File: config.mk
export PLATFORM = sky130hd
export DESIGN_NAME = power_event_interrupt_enable
export DESIGN_NICKNAME = d
export VERILOG_FILES = /design/src/logic/event_flag.v /design/src/logic/power_event_interrupt_enable.v
export VERILOG_INCLUDE_DIRS = /design/src /design/src/logic
export SDC_FILE = /design/constraint.sdc
export NUM_CORES = 1
export LEC_CHECK = 0
export BUFFER_PORTS_ARGS = -buffer_cell sky130_fd_sc_hd__buf_2
export CORE_MARGIN = 3
export CORE_UTILIZATION = 44
export CTS_CLUSTER_SIZE = 16
export DETAILED_ROUTE_END_ITERATION = 8
export HOLD_SLACK_MARGIN = 0.08
export PLACE_DENSITY = 0.72
export SLEW_MARGIN = 10
export SYNTH_ARGS = -nofsm -noshare
export SYNTH_HDL_FRONTEND = slang
export SYNTH_SLANG_ARGS = --single-unit
File: constraint.sdc
create_clock -name core_clk -period 2 [get_ports core_clk]
set_input_delay 0.6 -clock core_clk [delete_from_list [all_inputs] [get_ports core_clk]]
set_output_delay 0.6 -clock core_clk [all_outputs]
set_load 0.01 [all_outputs]
File: src/logic/power_event_consts.vh
// Constants for the power event interrupt enable block.
// Assumes a 32-bit AXI4-Lite register bus with byte addresses.
`ifndef POWER_EVENT_CONSTS_VH
`define POWER_EVENT_CONSTS_VH

// ***************************************
// Register offsets
// ***************************************
`define EVENT_SLEEP_ENTRY_OFFSET 12'h114
`define EVENT_SLEEP_EXIT_OFFSET 12'h118
`define EVENT_SUPPLY_DETECTED_OFFSET 12'h11C
`define EVENT_SUPPLY_REMOVED_OFFSET 12'h120
`define EVENT_REGULATOR_READY_OFFSET 12'h124
`define EVENT_SUPPLY_WARNING_OFFSET 12'h108
`define INTERRUPT_ENABLE_SET_OFFSET 12'h304
`define INTERRUPT_ENABLE_CLEAR_OFFSET 12'h308

// ***************************************
// Field positions
// ***************************************
`define FIELD_SUPPLY_WARNING 5'h02
`define FIELD_SLEEP_ENTRY 5'h05
`define FIELD_SLEEP_EXIT 5'h06
`define FIELD_SUPPLY_DETECTED 5'h07
`define FIELD_SUPPLY_REMOVED 5'h08
`define FIELD_REGULATOR_READY 5'h09
`define EVENT_COUNT 6

// ***************************************
// Reset values and answers
// ***************************************
`define ENABLE_RESET 6'h00
`define RESP_OKAY 2'h0
`define RESP_SLVERR 2'h2

`endif

File: src/logic/event_flag.v
// One sticky event flag with write-one-to-clear.
// Assumes the event input is already in the core_clk domain.
`timescale 1ns/1ps
module event_flag (
   input wire core_clk,
   input wire srst,
   input wire eventIn,
   input wire clearIn,
   output reg flagOut
);
   // Set wins over a clear in the same cycle so no event is lost
   always @(posedge core_clk) begin
      if (srst) begin
         flagOut <= 1'b0;
      end else if (eventIn) begin
         flagOut <= 1'b1;
      end else if (clearIn) begin
         flagOut <= 1'b0;
      end
   end
endmodule

File: src/logic/power_event_interrupt_enable.v
// Interrupt enable logic and event flags for six power events.
// Assumes AXI4-Lite master on core_clk; event inputs are asynchronous pins.
//
// The AXI4-Lite interface to the registers is this design's own decision.
`timescale 1ns/1ps
`include "power_event_consts.vh"

// Summary of operation
// - Enable set register sits at 0x304; writing one turns an enable on.
// - One at supply warning field enables that interrupt, others unchanged.
// - Separate set fields for sleep entry and sleep exit, set by one.
// - Set fields for supply detected, supply removed, regulator ready events.
// - Enable clear register sits at 0x308; writing one turns an enable off.
// - Both registers read back the current enables, one meaning enabled.
// - Sleep entry flag at 0x114 sets when the processor enters sleep.
// - Supply detected flag at 0x11C sets when bus supply appears.
module power_event_interrupt_enable #(
   parameter ADDR_WIDTH = 12
) (
   input wire core_clk,
   input wire srst,
   input wire [ADDR_WIDTH-1:0] s_axi_awaddr,
   input wire s_axi_awvalid,
   output reg s_axi_awready,
   input wire [31:0] s_axi_wdata,
   input wire [3:0] s_axi_wstrb,
   input wire s_axi_wvalid,
   output reg s_axi_wready,
   output reg [1:0] s_axi_bresp,
   output reg s_axi_bvalid,
   input wire s_axi_bready,
   input wire [ADDR_WIDTH-1:0] s_axi_araddr,
   input wire s_axi_arvalid,
   output reg s_axi_arready,
   output reg [31:0] s_axi_rdata,
   output reg [1:0] s_axi_rresp,
   output reg s_axi_rvalid,
   input wire s_axi_rready,
   input wire supplyFailureWarning,
   input wire cpuSleepEntry,
   input wire cpuSleepExit,
   input wire busSupplyDetected,
   input wire busSupplyRemoved,
   input wire busRegulatorReady,
   output reg irq
);
   localparam N = `EVENT_COUNT;

   // ***************************************
   // Event inputs: sync and edge detect
   // ***************************************
   wire [N-1:0] eventPin;
   reg [N-1:0] syncA_reg;
   reg [N-1:0] syncB_reg;
   reg [N-1:0] syncC_reg;
   wire [N-1:0] eventPulse;
   assign eventPin = {busRegulatorReady, busSupplyRemoved, busSupplyDetected,
                      cpuSleepExit, cpuSleepEntry, supplyFailureWarning};

   always @(posedge core_clk) begin
      if (srst) begin
         syncA_reg <= {N{1'b0}};
         syncB_reg <= {N{1'b0}};
         syncC_reg <= {N{1'b0}};
      end else begin
         syncA_reg <= eventPin;
         syncB_reg <= syncA_reg;
         syncC_reg <= syncB_reg;
      end
   end
   // Rising edge of the synchronised level; first stage stays untouched
   assign eventPulse = syncB_reg & ~syncC_reg;

   // ***************************************
   // Write channel capture
   // ***************************************
   reg [ADDR_WIDTH-1:0] wAddr_reg;
   reg haveAddr_reg;
   reg [31:0] wData_reg;
   reg [3:0] wStrb_reg;
   reg haveData_reg;
   wire awTaken;
   wire wTaken;
   wire doWrite;
   wire [31:0] wMask;
   assign awTaken = s_axi_awvalid && s_axi_awready;
   assign wTaken = s_axi_wvalid && s_axi_wready;
   assign doWrite = haveAddr_reg && haveData_reg && !s_axi_bvalid;
   // Strobes gate whole bytes; fields 8 and 9 need byte 1
   assign wMask = wData_reg & {{8{wStrb_reg[3]}}, {8{wStrb_reg[2]}},
                               {8{wStrb_reg[1]}}, {8{wStrb_reg[0]}}};

   // Readies stay low while a response waits: one write at a time
   always @(posedge core_clk) begin
      if (srst) begin
         haveAddr_reg <= 1'b0;
         wAddr_reg <= {ADDR_WIDTH{1'b0}};
         s_axi_awready <= 1'b0;
      end else begin
         s_axi_awready <= !haveAddr_reg && !s_axi_bvalid && !awTaken;
         if (awTaken) begin
            haveAddr_reg <= 1'b1;
            wAddr_reg <= s_axi_awaddr;
         end else if (doWrite) begin
            haveAddr_reg <= 1'b0;
         end
      end
   end

   always @(posedge core_clk) begin
      if (srst) begin
         haveData_reg <= 1'b0;
         wData_reg <= 32'h00000000;
         wStrb_reg <= 4'h0;
         s_axi_wready <= 1'b0;
      end else begin
         s_axi_wready <= !haveData_reg && !s_axi_bvalid && !wTaken;
         if (wTaken) begin
            haveData_reg <= 1'b1;
            wData_reg <= s_axi_wdata;
            wStrb_reg <= s_axi_wstrb;
         end else if (doWrite) begin
            haveData_reg <= 1'b0;
         end
      end
   end

   // ***************************************
   // Address decode
   // ***************************************
   function [3:0] decode;
      input [ADDR_WIDTH-1:0] a;
      begin
         case (a)
            `EVENT_SUPPLY_WARNING_OFFSET: decode = 4'h0;
            `EVENT_SLEEP_ENTRY_OFFSET: decode = 4'h1;
            `EVENT_SLEEP_EXIT_OFFSET: decode = 4'h2;
            `EVENT_SUPPLY_DETECTED_OFFSET: decode = 4'h3;
            `EVENT_SUPPLY_REMOVED_OFFSET: decode = 4'h4;
            `EVENT_REGULATOR_READY_OFFSET: decode = 4'h5;
            `INTERRUPT_ENABLE_SET_OFFSET: decode = 4'h6;
            `INTERRUPT_ENABLE_CLEAR_OFFSET: decode = 4'h7;
            default: decode = 4'hF;
         endcase
      end
   endfunction

   wire [3:0] wSel;
   wire [3:0] rSel;
   assign wSel = decode(wAddr_reg);
   assign rSel = decode(s_axi_araddr);

   wire wErr;
   wire rErr;
   // Unmapped addresses answer with an error and change nothing
   assign wErr = (wSel == 4'hF);
   assign rErr = (rSel == 4'hF);

   // ***************************************
   // Field map
   // ***************************************
   // Event index, in eventPin order, to its enable field position
   function [4:0] fieldOf;
      input [31:0] idx;
      begin
         case (idx)
            32'h0: fieldOf = `FIELD_SUPPLY_WARNING;
            32'h1: fieldOf = `FIELD_SLEEP_ENTRY;
            32'h2: fieldOf = `FIELD_SLEEP_EXIT;
            32'h3: fieldOf = `FIELD_SUPPLY_DETECTED;
            32'h4: fieldOf = `FIELD_SUPPLY_REMOVED;
            32'h5: fieldOf = `FIELD_REGULATOR_READY;
            default: fieldOf = 5'h00;
         endcase
      end
   endfunction

   // ***************************************
   // Enable vector
   // ***************************************
   reg [N-1:0] enable_reg;
   reg [N-1:0] enable_next;
   wire [N-1:0] wField;

   always @* begin
      enable_next = enable_reg;
      if (doWrite && wSel == 4'h6) begin
         enable_next = enable_reg | wField;
      end else if (doWrite && wSel == 4'h7) begin
         enable_next = enable_reg & ~wField;
      end
   end

   always @(posedge core_clk) begin
      if (srst) begin
         enable_reg <= `ENABLE_RESET;
      end else begin
         enable_reg <= enable_next;
      end
   end

   // ***************************************
   // Event flags
   // ***************************************
   wire [N-1:0] flag;
   wire [N-1:0] flagClear;
   wire [31:0] enableBit [0:N-1];
   genvar g;
   generate
      for (g = 0; g < N; g = g + 1) begin : flags
         assign wField[g] = wMask[fieldOf(g)];
         assign enableBit[g] = {31'h00000000, enable_reg[g]} << fieldOf(g);
         // Writing one to bit 0 of a flag register clears it
         assign flagClear[g] = doWrite && (wSel == g) && wMask[0];
         event_flag event_flag_inst (
            .core_clk(core_clk),
            .srst(srst),
            .eventIn(eventPulse[g]),
            .clearIn(flagClear[g]),
            .flagOut(flag[g])
         );
      end
   endgenerate

   // Enables placed at their field positions for read-back
   reg [31:0] enableView;
   integer k;
   always @* begin
      enableView = 32'h00000000;
      for (k = 0; k < N; k = k + 1) begin
         enableView = enableView | enableBit[k];
      end
   end

   // Flagged and enabled events drive the interrupt
   wire [N-1:0] pending;
   assign pending = flag & enable_reg;

   // ***************************************
   // Write response
   // ***************************************
   always @(posedge core_clk) begin
      if (srst) begin
         s_axi_bvalid <= 1'b0;
         s_axi_bresp <= `RESP_OKAY;
      end else if (doWrite) begin
         s_axi_bvalid <= 1'b1;
         s_axi_bresp <= wErr ? `RESP_SLVERR : `RESP_OKAY;
      end else if (s_axi_bvalid && s_axi_bready) begin
         s_axi_bvalid <= 1'b0;
      end
   end

   // ***************************************
   // Read channel
   // ***************************************
   reg [31:0] rValue;
   always @* begin
      rValue = 32'h00000000;
      case (rSel)
         4'h6, 4'h7: begin
            rValue = enableView;
         end
         4'h0, 4'h1, 4'h2, 4'h3, 4'h4, 4'h5: begin
            rValue[0] = flag[rSel[2:0]];
         end
         default: begin
            rValue = 32'h00000000;
         end
      endcase
   end

   wire arTaken;
   assign arTaken = s_axi_arvalid && s_axi_arready;

   // Address refused while read data waits: one read at a time
   always @(posedge core_clk) begin
      if (srst) begin
         s_axi_arready <= 1'b0;
      end else begin
         s_axi_arready <= !s_axi_rvalid && !arTaken;
      end
   end

   always @(posedge core_clk) begin
      if (srst) begin
         s_axi_rvalid <= 1'b0;
         s_axi_rdata <= 32'h00000000;
         s_axi_rresp <= `RESP_OKAY;
      end else begin
         if (arTaken) begin
            s_axi_rvalid <= 1'b1;
            s_axi_rdata <= rValue;
            s_axi_rresp <= rErr ? `RESP_SLVERR : `RESP_OKAY;
         end else if (s_axi_rvalid && s_axi_rready) begin
            s_axi_rvalid <= 1'b0;
         end
      end
   end

   // ***************************************
   // Interrupt output
   // ***************************************
   // Registered for a clean output; costs one cycle of latency
   always @(posedge core_clk) begin
      if (srst) begin
         irq <= 1'b0;
      end else begin
         irq <= |pending;
      end
   end
endmodule

==> Word-level counts from Yosys, hierarchy flattened <==
Cells that the tools add are included.
{ "totals": {"ff_bits": 98, "latchBits": 0, "mem_bits_rw": 0, "rom_bits": 0, "in_bits": 73, "mem_count": 0} }
{ "op_classes": {"add_sub_neg": 0, "n_mul": 0, "div_mod_pow": 0, "n_lt_le_gt_ge": 1, "eq_ne": 32, "shift": 0, "n_mux": 29, "bitwise": 12, "reduce_logical": 49} }
{ "ops": {"columns": ["op", "count"], "rows": [
  ["12-bit by 9-bit == test with 1-bit output (second input constant)", 12],
  ["4-bit case mux with 8 select lines", 2],
  ["12-bit by 10-bit == test with 1-bit output (second input constant)", 4],
  ["4-bit by 3-bit == test with 1-bit output (second input constant)", 8],
  ["1-bit logical AND", 26],
  ["2-bit nonzero test", 11],
  ["1-bit two-way mux", 20],
  ["6-bit bitwise AND", 3],
  ["4-bit by 2-bit == test with 1-bit output (second input constant)", 4],
  ["6-bit two-way mux", 2],
  ["6-bit inverter", 2],
  ["6-bit OR reduction", 2],
  ["10-bit bitwise AND", 1],
  ["9-bit by 10-bit bitwise OR with 10-bit output", 1],
  ["9-bit two-way mux", 1],
  ["8-bit by 9-bit bitwise OR with 9-bit output", 1],
  ["4-bit by 1-bit == test with 1-bit output (second input constant)", 2],
  ["4-bit == test (second input constant)", 2],
  ["4-bit logical NOT", 2],
  ["7-bit by 8-bit bitwise OR with 8-bit output", 1],
  ["1-bit logical NOT", 7],
  ["6-bit by 7-bit bitwise OR with 7-bit output", 1],
  ["3-bit by 6-bit bitwise OR with 6-bit output", 1],
  ["6-bit bitwise OR", 1],
  ["5 further kinds", 6]
]} }

==> Logic depth before layout (Yosys ltp) <==
{ "logic_depth": {"ltp_word": 7, "mapped_depth": 6, "depth_no_buf": 5} }

==> Cells and area by module <==
Synthesis repeated with hierarchy kept, for this count alone.
{ "hier_totals": {"cells_unflattened": 356, "hier_area_um2": 3085.5} }
{ "modules_own_cells": {"columns": ["mod", "n_inst", "cells_each", "area_per_inst_um2", "seq_area_each_um2"], "rows": [
  ["power_event_interrupt_enable", 1, 332, 2852.7, 1241.2],
  ["event_flag", 6, 4, 38.8, 20.0]
]} }

==> Worst setup path after synthesis <==
OpenSTA, ideal clock, no wires.
{ "synth_path": {"kind": "input to register", "start": "input s_axi_araddr[3]", "end": "register s_axi_rdata[0]", "setup_ps": 88, "t_arrival_ps": 1925, "path_slack_ps": -13, "cell_stages": 6, "path_cell_list": "buf_4 > or3b_1 > a21oi_2 > a22oi_1 > or4_1 > a311oi_2"} }
{ "synth_between": {"elab_chain_len": 5, "elab_cells_between_ends": 22, "classes_between": "eq/ne (15); mux (4); reduce/logical (3)"} }
{ "synth_rtl": {"columns": ["item", "line_no", "source"], "rows": [
  ["start, declared", "power_event_interrupt_enable.v:32", "input wire [ADDR_WIDTH-1:0] s_axi_araddr,"],
  ["12-bit by 10-bit == test with 1-bit output / 12-bit by 9-bit == test with 1-bit output (equally long branches)", "power_event_interrupt_enable.v:134", "case (a)"],
  ["4-bit case mux with 8 select lines (*)", "power_event_interrupt_enable.v:134", null],
  ["1-bit binary-select mux with 3-bit select, or another cell as far along", "power_event_interrupt_enable.v:265", "rValue[0] = flag[rSel[2:0]];"],
  ["1-bit two-way mux (not written as such), or another cell as far along", "power_event_interrupt_enable.v:265", null],
  ["1-bit case mux with 2 select lines (*)", "power_event_interrupt_enable.v:260", "case (rSel)"],
  ["end signal, assigned", "power_event_interrupt_enable.v:293", "s_axi_rdata <= rValue;"],
  ["end, declared", "power_event_interrupt_enable.v:35", "output reg [31:0] s_axi_rdata,"]
]} }
Mark *: on every way between the ends. The rest lies on a longest branch, timed or not. The select of a mux whose other input is x is not followed.
A chain may end at the register's enable or synchronous reset.

==> Final worst setup path <==
{ "layout_path": {"start": "register wAddr_reg[6]", "end": "register flags[1].event_flag_inst.flagOut"} }
{ "layout_between": {"elab_chain_len": 6, "elab_cells_between_ends": 13, "classes_between": "eq/ne (9); mux (1); reduce/logical (3)"} }
{ "layout_rtl": {"columns": ["item", "line_no", "source"], "rows": [
  ["start, declared", "power_event_interrupt_enable.v:77", "reg [ADDR_WIDTH-1:0] wAddr_reg;"],
  ["start signal, assigned", "power_event_interrupt_enable.v:97", "wAddr_reg <= {ADDR_WIDTH{1'b0}};"],
  ["start signal, assigned", "power_event_interrupt_enable.v:103", "wAddr_reg <= s_axi_awaddr;"],
  ["12-bit by 10-bit == test with 1-bit output / 12-bit by 9-bit == test with 1-bit output (equally long branches)", "power_event_interrupt_enable.v:134", null],
  ["4-bit case mux with 8 select lines (*)", "power_event_interrupt_enable.v:134", null],
  ["4-bit by 1-bit == test with 1-bit output (*)", "power_event_interrupt_enable.v:214", "assign flagClear[g] = doWrite && (wSel == g) && wMask[0];"],
  ["1-bit logical AND (*) (2 in a row)", "power_event_interrupt_enable.v:214", null],
  ["2-bit nonzero test (no line) (*)", null, null],
  ["end signal, assigned", "event_flag.v:14", "flagOut <= 1'b0;"],
  ["end signal, assigned", "event_flag.v:16", "flagOut <= 1'b1;"],
  ["end signal, assigned", "event_flag.v:18", "flagOut <= 1'b0;"],
  ["end, declared", "event_flag.v:9", "output reg flagOut"]
]} }
Mark *: on every way between the ends. The rest lies on a longest branch, timed or not.

==> flow_summary.json <==
{
  "antenna_found_initial": 0,
  "power.density_nw_per_um2": 840,
  "antenna_cells": 0,
  "pre_cts_ws_ns": -0.106,
  "rrSetupSlack_ns": 0.18,
  "path_cells": "or4b_1 > nor2_1 > o21ai_1 > o31ai_1 > a21oi_1",
  "cp-end-kind": "flop",
  "cts_tree": "done",
  "largest_reg_flops": 12,
  "critical_path_arrival_ns": 2.05,
  "outcome": "complete, no violations",
  "first_pass_iters": 4,
  "grt_overflow": 0,
  "ff2ff_path_depth": 5,
  "io_buffers": 60,
  "ios": 115,
  "cts_resized": 0,
  "insertion_delay_ns": 0.34,
  "drt_iter0_drc": 91,
  "p_sw_mw": 0.692,
  "maxSlewHeadroom_pct": 66.9,
  "clockRootBuffer": "clkbuf_8",
  "drc": 0,
  "die_x_um": 87.8,
  "synthTopCellsByArea": "dfxtp_1, nand2_1, buf_4",
  "worstSetupStartpointType": "flop",
  "fin_setup_tns_ns": 0,
  "p_comb_share_pct": 9.0,
  "final_cell_area_um2": 3460,
  "fmax_ghz": 0.549,
  "ant_nets": 0,
  "routed_wl_mm": 5.74,
  "gp_congestion": 0.787,
  "seqPwrFrac_pct": 49.5,
  "drive_gt1_share_pct": 22.4,
  "vias_per_cell": 4.88,
  "clock_path_buffers": 2,
  "fill_cells": 605,
  "fin_util_pct": 53.9,
  "areaGrowthSynthToFinish_pct": 17.6,
  "core_um2": 6420,
  "async_flop_share_pct": 0,
  "fin_nets": 483,
  "clk_pin_slew_ns": 0.07,
  "hold_viol_final": 0,
  "vias": 2403,
  "postCtsHoldBufs": 0,
  "crit_type": "flop to flop",
  "netlist_instances": 343,
  "sw_frac_of_total_pct": 23.8,
  "ys_seq_elements": 68,
  "postCtsSetupBuffers": 0,
  "synth-edff-count": 0,
  "grt_pass1_wl_mm": 9.39,
  "fin_crit_ns": 1.82,
  "syn_area_per_cell_um2": 8.59,
  "grt_pass1_vias": 2105,
  "p_int_mw": 2.22,
  "critPathMaxStageDelay_ns": 0.57,
  "synth_common_cells": "dfxtp_1, nand2_1, a21oi_1",
  "min_path_cells": 1,
  "max-vdd-ir-drop_v": 0.000517,
  "grt_max_degree": 23,
  "yosysMostFrequentCell": "dfxtp_1",
  "drv_slew": 0,
  "cts_sinks": 68,
  "htree_num_levels": 3,
  "worstPathRequired_ns": 2.23,
  "ys.flop_type": "dfxtp_1",
  "setup_ws_ns": 0.179,
  "rsz0062_at_grt": "false",
  "cap_violations": 0,
  "synth_top_cell_by_area": "dfxtp_1",
  "cp_slowest_cell": "or4b_1",
  "tightest_slew_ns": 0.492,
  "cts_buffers": 9,
  "die_h_um": 87.8,
  "synth.top_cell.area_share_pct": 46.2,
  "critPathMaxFanout": 6,
  "period_share_pct": 91.0,
  "yosys_warnings": 0,
  "wire_per_inst_um": 11.7,
  "die_area_um2": 7710,
  "placed_area_um2": 3250,
  "p_leak_nw": 1.42,
  "rows": 29,
  "hold_path_class": "flop to flop",
  "setup_viol": 0,
  "hpwlAfterDp_mm": 4.21,
  "grt_use_total_pct": 15.6,
  "initial_core_util_pct": 45.9,
  "seq_area_frac_synth_pct": 46.2,
  "total_power_mw": 2.91,
  "synth.distinct_cells": 52,
  "p_clk_share_pct": 41.5,
  "clock_skew_ns": 0.00652,
  "syn_area_um2": 2950
}
-- layer usage --
metal  up-vias  part of all wire [%]  wire [um]  track usage [%]
met1      1081                    46       2640             19.1
met4         0                   1.8        104             6.69
li1       1252                     -          -                -
met3        10                   5.6        322             5.46
met2        60                    47       2680             24.7
met5         -                     0          0                0
-- cell type report --
| type | count | area [um2] | area share [%] |
|---|---|---|---|
| multi-input combinational | 254 | 1380 | 39.8 |
| sequential | 68 | 1360 | 39.3 |
| timing repair buffer | 73 | 398 | 11.5 |
| clock buffer | 9 | 124 | 3.58 |
| tap | 77 | 96.3 | 2.78 |
| clock inverter | 7 | 91.3 | 2.64 |
| inverter | 4 | 15.0 | 0.434 |
-- worst paths after layout --
kind                              from                                            end
min reg2reg    syncA_reg[5]$_SDFF_PP0_                        syncB_reg[5]$_SDFF_PP0_
min            syncA_reg[5]$_SDFF_PP0_                        syncB_reg[5]$_SDFF_PP0_
max reg2reg  wAddr_reg[6]$_SDFFE_PP0P_  flags[1].event_flag_inst.flagOut$_SDFFE_PP0P_
max          wAddr_reg[6]$_SDFFE_PP0P_  flags[1].event_flag_inst.flagOut$_SDFFE_PP0P_
-- cell families after synthesis --
family                    after synthesis  share of synthesized area, %
xor gates and xnor gates                2                         0.595
other                                   1                         0.127
AOI/OAI and AO/OA                      73                          15.2
and+or+nand+nor                       145                          25.1
muxes                                   7                          2.42
DFF                                    68                          46.2
buffers and inverters                  47                          10.3
-- cell usage in the layout, fill, tap and decap left out, drive strengths merged, types with 2 or more instances in the layout --
cell	count
bufinv	2
clkbuf	9
nand2	62
mux2i	6
a21oi	40
and2	3
inv	4
nor4	2
o21a	2
dfxtp	68
a22oi	5
o21ai	7
nor2b	19
nor2	16
buf	73
nand4	6
clkinv	4
a211oi	3
nand3b	3
o31ai	5
nor3b	2
nor4b	2
or3b	2
nand2b	16
nor3	5
conb	27
-- worst max-delay path, delay by kind of cell (launching register included) --
| kind | cells | cell delay [ns] |
|---|---|---|
| compound gates | 3 | 0.60 |
| flops | 1 | 0.31 |
| simple gates | 2 | 0.80 |
-- power groups by stage --
stage | registers, mW | logic, mW | clock network (mW)
6_report | 1.44 | 0.261 | 1.21
5_1_grt | 1.45 | 0.298 | 1.30
4_1_cts | 1.44 | 0.263 | 1.23
3_5_place_dp | 1.47 | 0.261 | 0
3_3_place_gp | 1.47 | 0.255 | 0
2_1_floorplan | 1.47 | 0.211 | 0
-- metrics by stage --
stage / std cells / hold WS [ns]
after floorplan: 369 / 0.414
after global placement: 476 / 0.417
after detailed placement: 476 / 0.423
after CTS: 492 / 0.441
after global routing: 492 / 0.449
final: 492 / 0.437
(Power assumes the default switching activity.)
